$ cat src/tbce_pkg.sv
// tbce_pkg: register map, field positions and reset values of the timer base block
// assumes a 32-bit apb slave with byte addresses, one register per aligned word
package tbce_pkg;
    // ==========================================================
    // register offsets
    localparam logic [7:0] CHAN_EN_OFS = 8'h20;
    localparam logic [7:0] COUNT_OFS = 8'h24;
    localparam logic [7:0] DIVIDER_OFS = 8'h28;
    localparam logic [7:0] RELOAD_OFS = 8'h2C;
    localparam logic [7:0] CONFIG_OFS = 8'h30;
    // ==========================================================
    // channel enable field positions
    localparam int CH1_OUT_EN_BIT = 0;
    localparam int CH1_OUT_POL_BIT = 1;
    localparam int CH1_COMP_EN_BIT = 2;
    localparam int CH1_COMP_POL_BIT = 3;
    localparam int CH2_OUT_EN_BIT = 4;
    localparam int CH2_OUT_POL_BIT = 5;
    localparam int CH2_COMP_POL_BIT = 7;
    localparam logic [15:0] CHAN_EN_MASK = 16'h00BF;
    // ==========================================================
    // config register fields: lock level, channel directions
    localparam int LOCK_LSB = 0;
    localparam int CH1_IN_BIT = 2;
    localparam int CH2_IN_BIT = 3;
    // ==========================================================
    // reset values
    localparam logic [15:0] CHAN_EN_RST = 16'h0000;
    localparam logic [15:0] COUNT_RST = 16'h0000;
    localparam logic [15:0] DIVIDER_RST = 16'h0000;
    localparam logic [15:0] RELOAD_RST = 16'hFFFF;
    localparam logic [3:0] CONFIG_RST = 4'h0;
endpackage : tbce_pkg

$ cat src/tbce_timer.sv
// tbce_timer: time base and channel enable/polarity of a two-channel timer
// assumes an apb master on CORE_CLK_I; channel output levels arrive on pins
//
// Overview of operation
// - bit 2 enables channel 1 complementary output
// - bit 3 sets complementary level, 1 active low
// - lock level 2 or 3 freezes bit 3
// - bit 4 enables channel 2 like channel 1
// - bit 5 is channel 2 polarity
// - bit 7 channel 2 complementary polarity; rest reserved
// - counter tick is input clock over divider+1
// - zero reload value stops the counter
// - enable gates output or input capture
// - polarity 0 active high, 1 active low
`timescale 1ns/100ps
module tbce_timer
    import tbce_pkg::*;
#(
    parameter int CNT_WIDTH = 16
) (
    input wire logic CORE_CLK_I,
    input wire logic RESET_N_I,
    input wire logic PSEL_I,
    input wire logic PENABLE_I,
    input wire logic PWRITE_I,
    input wire logic [7:0] PADDR_I,
    input wire logic [31:0] PWDATA_I,
    output logic PREADY_O,
    output logic PSLVERR_O,
    output logic [31:0] PRDATA_O,
    input wire logic CH1_REF_I,
    input wire logic CH2_REF_I,
    input wire logic CH1_CAPTURE_I,
    input wire logic CH2_CAPTURE_I,
    output logic CH1_MAIN_OUTPUT_O,
    output logic CH1_COMPLEMENTARY_OUTPUT_O,
    output logic CH2_MAIN_OUTPUT_O,
    output logic CH2_COMPLEMENTARY_OUTPUT_O,
    output logic CH1_OUTPUT_OE_O,
    output logic CH1_COMP_OUTPUT_OE_O,
    output logic CH2_OUTPUT_OE_O,
    output logic [CNT_WIDTH-1:0] CH1_CAPTURE_VALUE_O,
    output logic [CNT_WIDTH-1:0] CH2_CAPTURE_VALUE_O,
    output logic COUNTER_TICK_O
);
    // ==========================================================
    // declarations
    logic [15:0] chan_en_q, chan_en_d;
    logic [CNT_WIDTH-1:0] count_value_q, count_value_d;
    logic [15:0] divider_value_q, divider_value_d;
    logic [CNT_WIDTH-1:0] reload_value_q, reload_value_d;
    logic [3:0] config_q, config_d;
    logic [31:0] rdata_d;
    logic slverr_d;
    logic wr_en, rd_en, known;
    logic counter_tick_clock;
    logic [1:0] ch1_ref_s, ch2_ref_s, cap1_s, cap2_s;
    logic cap1_prev_q, cap2_prev_q;
    logic [CNT_WIDTH-1:0] cap1_q, cap1_d, cap2_q, cap2_d;
    logic [6:0] out_d, out_q;

    function automatic logic pol_apply(input logic level, input logic pol);
        pol_apply = level ^ pol;
    endfunction : pol_apply

    function automatic logic addr_known(input logic [7:0] a);
        addr_known = (a == CHAN_EN_OFS) || (a == COUNT_OFS) || (a == DIVIDER_OFS) ||
            (a == RELOAD_OFS) || (a == CONFIG_OFS);
    endfunction : addr_known

    // ==========================================================
    // apb decode; zero wait states
    assign wr_en = PSEL_I && PENABLE_I && PWRITE_I;
    assign rd_en = PSEL_I && !PENABLE_I && !PWRITE_I;
    assign known = addr_known(PADDR_I);

    // ==========================================================
    // prescaler
    tbce_prescaler #(
        .WIDTH(16)
    ) u_prescaler (
        .clk_i(CORE_CLK_I),
        .rst_n_i(RESET_N_I),
        .div_i(divider_value_q),
        .tick_o(counter_tick_clock)
    );

    // ==========================================================
    // pin synchronisers
    always_ff @(posedge CORE_CLK_I or negedge RESET_N_I) begin
        if (!RESET_N_I) begin
            ch1_ref_s <= 2'h0;
            ch2_ref_s <= 2'h0;
            cap1_s <= 2'h0;
            cap2_s <= 2'h0;
            cap1_prev_q <= 1'b0;
            cap2_prev_q <= 1'b0;
        end else begin
            ch1_ref_s <= {ch1_ref_s[0], CH1_REF_I};
            ch2_ref_s <= {ch2_ref_s[0], CH2_REF_I};
            cap1_s <= {cap1_s[0], CH1_CAPTURE_I};
            cap2_s <= {cap2_s[0], CH2_CAPTURE_I};
            cap1_prev_q <= cap1_s[1];
            cap2_prev_q <= cap2_s[1];
        end
    end

    // ==========================================================
    // registers and counter
    always_comb begin
        chan_en_d = chan_en_q;
        divider_value_d = divider_value_q;
        reload_value_d = reload_value_q;
        config_d = config_q;
        count_value_d = count_value_q;
        if (counter_tick_clock && reload_value_q != '0) begin
            if (count_value_q >= reload_value_q) begin
                count_value_d = '0;
            end else begin
                count_value_d = count_value_q + {{(CNT_WIDTH-1){1'b0}}, 1'b1};
            end
        end
        if (wr_en) begin
            case (PADDR_I)
                CHAN_EN_OFS: begin
                    chan_en_d = PWDATA_I[15:0] & CHAN_EN_MASK;
                    if (config_q[LOCK_LSB+1]) begin
                        chan_en_d[CH1_COMP_POL_BIT] = chan_en_q[CH1_COMP_POL_BIT];
                    end
                end
                // software write wins over a tick in the same cycle
                COUNT_OFS: count_value_d = PWDATA_I[CNT_WIDTH-1:0];
                DIVIDER_OFS: divider_value_d = PWDATA_I[15:0];
                RELOAD_OFS: reload_value_d = PWDATA_I[CNT_WIDTH-1:0];
                CONFIG_OFS: config_d = PWDATA_I[3:0];
                default: ;
            endcase
        end
    end

    // ==========================================================
    // capture, gated by channel enable in input mode
    always_comb begin
        cap1_d = cap1_q;
        cap2_d = cap2_q;
        if (config_q[CH1_IN_BIT] && chan_en_q[CH1_OUT_EN_BIT] &&
            (pol_apply(cap1_s[1], chan_en_q[CH1_OUT_POL_BIT]) &&
             !pol_apply(cap1_prev_q, chan_en_q[CH1_OUT_POL_BIT]))) begin
            cap1_d = count_value_q;
        end
        if (config_q[CH2_IN_BIT] && chan_en_q[CH2_OUT_EN_BIT] &&
            (pol_apply(cap2_s[1], chan_en_q[CH2_OUT_POL_BIT]) &&
             !pol_apply(cap2_prev_q, chan_en_q[CH2_OUT_POL_BIT]))) begin
            cap2_d = count_value_q;
        end
    end

    // ==========================================================
    // outputs; disabled output rests at its inactive level
    always_comb begin
        out_d[0] = pol_apply(ch1_ref_s[1] & chan_en_q[CH1_OUT_EN_BIT],
            chan_en_q[CH1_OUT_POL_BIT]);
        out_d[1] = pol_apply(!ch1_ref_s[1] & chan_en_q[CH1_COMP_EN_BIT],
            chan_en_q[CH1_COMP_POL_BIT]);
        out_d[2] = pol_apply(ch2_ref_s[1] & chan_en_q[CH2_OUT_EN_BIT],
            chan_en_q[CH2_OUT_POL_BIT]);
        // no channel 2 complementary enable exists; polarity sets its idle level
        out_d[3] = pol_apply(1'b0, chan_en_q[CH2_COMP_POL_BIT]);
        out_d[4] = chan_en_q[CH1_OUT_EN_BIT] && !config_q[CH1_IN_BIT];
        out_d[5] = chan_en_q[CH1_COMP_EN_BIT] && !config_q[CH1_IN_BIT];
        out_d[6] = chan_en_q[CH2_OUT_EN_BIT] && !config_q[CH2_IN_BIT];
    end

    // ==========================================================
    // read data
    always_comb begin
        rdata_d = 32'h00000000;
        case (PADDR_I)
            CHAN_EN_OFS: rdata_d[15:0] = chan_en_q;
            COUNT_OFS: rdata_d[CNT_WIDTH-1:0] = count_value_q;
            DIVIDER_OFS: rdata_d[15:0] = divider_value_q;
            RELOAD_OFS: rdata_d[CNT_WIDTH-1:0] = reload_value_q;
            CONFIG_OFS: rdata_d[3:0] = config_q;
            default: rdata_d = 32'h00000000;
        endcase
        slverr_d = PSEL_I && !PENABLE_I && !known;
    end

    always_ff @(posedge CORE_CLK_I or negedge RESET_N_I) begin
        if (!RESET_N_I) begin
            chan_en_q <= CHAN_EN_RST;
            count_value_q <= COUNT_RST;
            divider_value_q <= DIVIDER_RST;
            reload_value_q <= RELOAD_RST;
            config_q <= CONFIG_RST;
            cap1_q <= '0;
            cap2_q <= '0;
            out_q <= 7'h00;
            PRDATA_O <= 32'h00000000;
            PSLVERR_O <= 1'b0;
            PREADY_O <= 1'b0;
            COUNTER_TICK_O <= 1'b0;
        end else begin
            chan_en_q <= chan_en_d;
            count_value_q <= count_value_d;
            divider_value_q <= divider_value_d;
            reload_value_q <= reload_value_d;
            config_q <= config_d;
            cap1_q <= cap1_d;
            cap2_q <= cap2_d;
            out_q <= out_d;
            if (rd_en) begin
                PRDATA_O <= rdata_d;
            end
            if (PSEL_I && !PENABLE_I) begin
                PSLVERR_O <= slverr_d;
            end
            PREADY_O <= PSEL_I && !PENABLE_I;
            COUNTER_TICK_O <= counter_tick_clock;
        end
    end

    assign CH1_MAIN_OUTPUT_O = out_q[0];
    assign CH1_COMPLEMENTARY_OUTPUT_O = out_q[1];
    assign CH2_MAIN_OUTPUT_O = out_q[2];
    assign CH2_COMPLEMENTARY_OUTPUT_O = out_q[3];
    assign CH1_OUTPUT_OE_O = out_q[4];
    assign CH1_COMP_OUTPUT_OE_O = out_q[5];
    assign CH2_OUTPUT_OE_O = out_q[6];
    assign CH1_CAPTURE_VALUE_O = cap1_q;
    assign CH2_CAPTURE_VALUE_O = cap2_q;
endmodule : tbce_timer

$ cat src/tbce_prescaler.sv
// tbce_prescaler: divides the core clock by divider value plus one
// assumes divider value comes from a register on the same clock
`timescale 1ns/100ps
module tbce_prescaler #(
    parameter int WIDTH = 16
) (
    input wire logic clk_i,
    input wire logic rst_n_i,
    input wire logic [WIDTH-1:0] div_i,
    output logic tick_o
);
    logic [WIDTH-1:0] cnt_q;
    logic [WIDTH-1:0] cnt_d;
    logic tick_d;
    logic tick_q;

    // ==========================================================
    // divider
    always_comb begin
        // a shrinking divider restarts at once instead of running to the old limit
        if (cnt_q >= div_i) begin
            cnt_d = '0;
            tick_d = 1'b1;
        end else begin
            cnt_d = cnt_q + {{(WIDTH-1){1'b0}}, 1'b1};
            tick_d = 1'b0;
        end
    end

    always_ff @(posedge clk_i or negedge rst_n_i) begin
        if (!rst_n_i) begin
            cnt_q <= '0;
            tick_q <= 1'b0;
        end else begin
            cnt_q <= cnt_d;
            tick_q <= tick_d;
        end
    end

    assign tick_o = tick_q;
endmodule : tbce_prescaler

$ cat config.mk
export PLATFORM = sky130hd
export DESIGN_NAME = tbce_timer
export DESIGN_NICKNAME = d
export VERILOG_FILES = /design/src/tbce_pkg.sv /design/src/tbce_timer.sv /design/src/tbce_prescaler.sv
export SDC_FILE = /design/constraint.sdc
export NUM_CORES = 1
export LEC_CHECK = 0
export BUFFER_PORTS_ARGS = -buffer_cell sky130_fd_sc_hd__buf_2
export CAP_MARGIN = 20
export CORE_UTILIZATION = 51
export CTS_CLUSTER_DIAMETER = 100
export DETAILED_ROUTE_END_ITERATION = 8
export PLACE_DENSITY = 0.84
export SLEW_MARGIN = 10
export SYNTH_ARGS = -nofsm -noshare
export SYNTH_HDL_FRONTEND = slang
export SYNTH_SLANG_ARGS = --single-unit
$ cat constraint.sdc
create_clock -name CORE_CLK_I -period 2.3 [get_ports CORE_CLK_I]
set_input_delay 0.345 -clock CORE_CLK_I [delete_from_list [all_inputs] [get_ports CORE_CLK_I]]
set_output_delay 0.345 -clock CORE_CLK_I [all_outputs]
set_load 0.01 [all_outputs]
==> flow_summary_export.csv <==
group,metric,value,unit
worst_setup_path,r2r_cells,8,
finish,finalCoreUtilization,62.8,%
detailed_routing,dr.pass1.iters,5,
detailed_routing,wirelength,16.9,mm
worst_hold_path,hold_class,"in -> reg",
worst_setup_path,endpoint_kind,"register",
place,dp_hpwl,12.3,mm
pwr,p_sw_share,27.4,%
finish,layout_common_cells,"128 x dfrtp_1, 89 x buf_2, 82 x mux2_2",
pwr,leakage,4.18,nW
global_route,grt_max_degree,52,
yosys,netlist_instances,641,
finish,fin_nets,844,
pwr,intPower,0.00451,W
floorplan,io_pins,123,
detailed_routing,dr_total_vias,5447,
pwr,power.switching,0.00170,W
clock_tree,cts_tree,"done",
timing,finalMaxSlewViolations,0,
finish,n_fill_cell,1090,
pwr,p_per_area,713,nW/µm²
detailed_routing,drt_first_iter_violations,414,
yosys,syn-cell-area,7260,µm²
yosys,synth-edff-count,0,
worst_setup_path,cp.required,2.60,ns
timing,layout_min_cycle_time,2.28,ns
global_route,grt_pass1_wl,27.8,mm
yosys,ys_async_sr_fraction,100,%
timing,fin_worst_skew,0.0104,ns
job,max-cap-violations,0,
timing,relSlewSlack,55.4,%
timing,finalHoldViolCount,0,
pwr,vdd_drop_max,0.000603,V
worst_setup_path,path_class,"reg -> reg",
clock_tree,cts_buffers,17,
floorplan,die_height,121,µm
status,outcome,"finished, final reports clean",
yosys,seq_area_frac_synth,49.9,%
detailed_routing,drc,0,
floorplan,rows,43,
floorplan,die_x,121,µm
finish,antenna_cells,0,
finish,final_layout_size_suffix_gt1_share,36.0,%
global_route,grt-ovfl-total,0,
clock_tree,htree_num_levels,4,
place,portBuffers,90,
floorplan,coreArea,13900,µm²
timing,min_period_over_period,99.0,%
clock_tree,root_buffer,"clkbuf_16",
yosys,ys.flop_type,"dfrtp_1",
pwr,combinationalPowerShare,15.1,%
global_route,grt_pass1_vias,5447,
timing,tightestPinTransition,0.668,ns
finish,layout_commonest_cell,"dfrtp_1",
clock_tree,clk_pin_slew,0.06,ns
clock_tree,cts_sinks,144,
worst_hold_path,worstHoldPathCells,1,
clock_tree,insertion_delay,0.42,ns
place,dp_cells,919,
yosys,synth-seq-cells,144,
detailed_routing,vias_per_cell,5.71,
place,gp_congestion,0.918,
clock_tree,clock_path_buffers,2,
detailed_routing,ant_nets,0,
global_route,antenna_found_initial,0,
worst_setup_path,cp-start-kind,"register",
floorplan,dieArea,14700,µm²
timing,fmax,439,MHz
worst_setup_path,worst_ep_arrival_time,2.58,ns
finish,area_growth,20.1,%
timing,finalSetupViolations,0,
pwr,pwr-share-clk,41.3,%
global_route,grt_usage,24.9,%
pwr,seqPwrFrac,43.6,%
yosys,ys_types,51,
detailed_routing,wl_per_cell,17.7,µm
floorplan,initial_utilization,52.3,%
yosys,yosys_warnings,0,
finish,instances_no_fill,954,
yosys,syn_area_per_cell,11.3,µm²
worst_setup_path,critPathMaxFanout,6,
[state kept, by name (all words and copies together) (netlist names), 2 cells and up]
register,flops
count_value_q,16
PRDATA_O,16
u_prescaler.cnt_q,16
cap1_s,2
config_q,4
CH2_CAPTURE_VALUE_O,16
cap2_s,2
ch1_ref_s,2
reload_value_q,16
ch2_ref_s,2
out_q,7
divider_value_q,16
CH1_CAPTURE_VALUE_O,16
chan_en_q,7
[power groups by stage]
stage	Sequential, W	Combinational, W	Clock, W
final	0.00271	0.000940	0.00257
after global routing	0.00272	0.00103	0.00273
after CTS	0.00271	0.000890	0.00262
after detailed placement	0.00275	0.000873	0
after global placement	0.00275	0.000852	0
after floorplan	0.00277	0.000478	0
[synth_stat cells (all sizes together) (2+ instances only)]
library cell	number	area share [%]
nor2	24	1.2
clkbuf	20	1.0
a22oi	12	1.2
a211oi	30	3.1
o211ai	4	0.41
a21oi	21	1.4
nor3	6	0.48
a21o	6	0.62
ha	34	5.9
mux2	83	13
o31ai	11	1.1
xor2	15	1.8
buf	24	2.2
o41a	2	0.31
and3	4	0.34
and2	5	0.43
xnor2	13	1.6
nand3	13	0.90
nand2b	6	0.52
dfstp	16	5.8
inv	37	1.9
or4	4	0.41
nor4	6	0.72
nand2	49	2.6
or3	3	0.33
nor2b	6	0.52
dfrtp	128	44
a222oi	4	0.55
o21ai	20	1.4
nand4	17	1.5
mux2i	5	0.69
mux4	2	0.62
[per-stage QoR]
stage	setup WS, ns	setup TNS (ns)	hold slack, ns	total power (W)	cell area [µm²]
floorplan	0.0928	0	0.0494	0.00325	7310
global placement	0.0616	0	0.327	0.00360	8070
detailed placement	0.0231	0	0.327	0.00362	8070
CTS	0.0494	0	0.00937	0.00621	8640
finish	0.0223	0	0.0272	0.00622	8710
global route	-0.0732	-0.521	0.00251	0.00648	8710
[final cells by class]
class	instances	area, µm²	share of cell area, %
Tap cell	180	225	2.58
Sequential cell	144	3620	41.6
Clock inverter	13	113	1.29
Clock buffer	19	443	5.08
Timing Repair Buffer	130	785	9.00
Inverter	37	139	1.59
Multi-Input combinational cell	431	3390	38.9
[kinds of logic (layout without fill, tap and decap cells)]
family / after synthesis / in the layout / synth area share, %
adders and majority gates: 34 / 34 / 5.86
AOI/OAI and AO/OA: 115 / 115 / 10.9
muxes: 90 / 90 / 14.2
DFF: 144 / 144 / 49.9
other: 1 / 16 / 0.0517
xor gates and xnor gates: 28 / 28 / 3.38
and+or+nand+nor: 148 / 148 / 10.5
buffers and inverters: 81 / 199 / 5.10
[timing repair]
| action | in CTS | in global routing |
|---|---|---|
| cloned | 0 | 1 |
| hold buffers | 1 | 0 |
| setup endpoints to repair | 1 | 11 |
| pin swaps | 0 | 4 |
| gates resized for setup | 1 | 12 |
| endpoints found under the hold margin | 47 | 0 |
| buffers inserted | 0 | 1 |
[metal layers]
metal | wire, µm | vias to the layer above | global-route usage (%)
met1 | 7150 | 2658 | 33.1
met3 | 1070 | 37 | 5.17
met4 | 423 | 0 | 9.10
met5 | 0 | - | 0
li1 | - | 2536 | -
met2 | 8270 | 216 | 40.1
[final timing paths]
check / slack [ns] / endpoint / from
worst max register to register: 0.02 / count_value_q[12]$_DFF_PN0_ / reload_value_q[10]$_DFFE_PN1P_
worst min register to register: 0.34 / cap2_s[1]$_DFF_PN0_ / cap2_s[0]$_DFF_PN0_
min in group asynchronous: 0.43 / COUNTER_TICK_O$_DFF_PN0_ / RESET_N_I
worst min-delay path: 0.03 / ch2_ref_s[0]$_DFF_PN0_ / CH2_REF_I
worst max-delay path: 0.02 / count_value_q[12]$_DFF_PN0_ / reload_value_q[10]$_DFFE_PN1P_
max in group asynchronous: 1.12 / reload_value_q[8]$_DFFE_PN1P_ / RESET_N_I
[worst max-delay path: stages, from the launching register on]
cell      delay [ns]
dfstp_2         0.55
inv_1           0.05
ha_1            0.28
nand4_1         0.16
nor4_2          0.31
a32oi_2         0.16
a211oi_2        0.33
buf_4           0.24
a211oi_2        0.06
No activity file was read; power rests on OpenSTA's default activity.
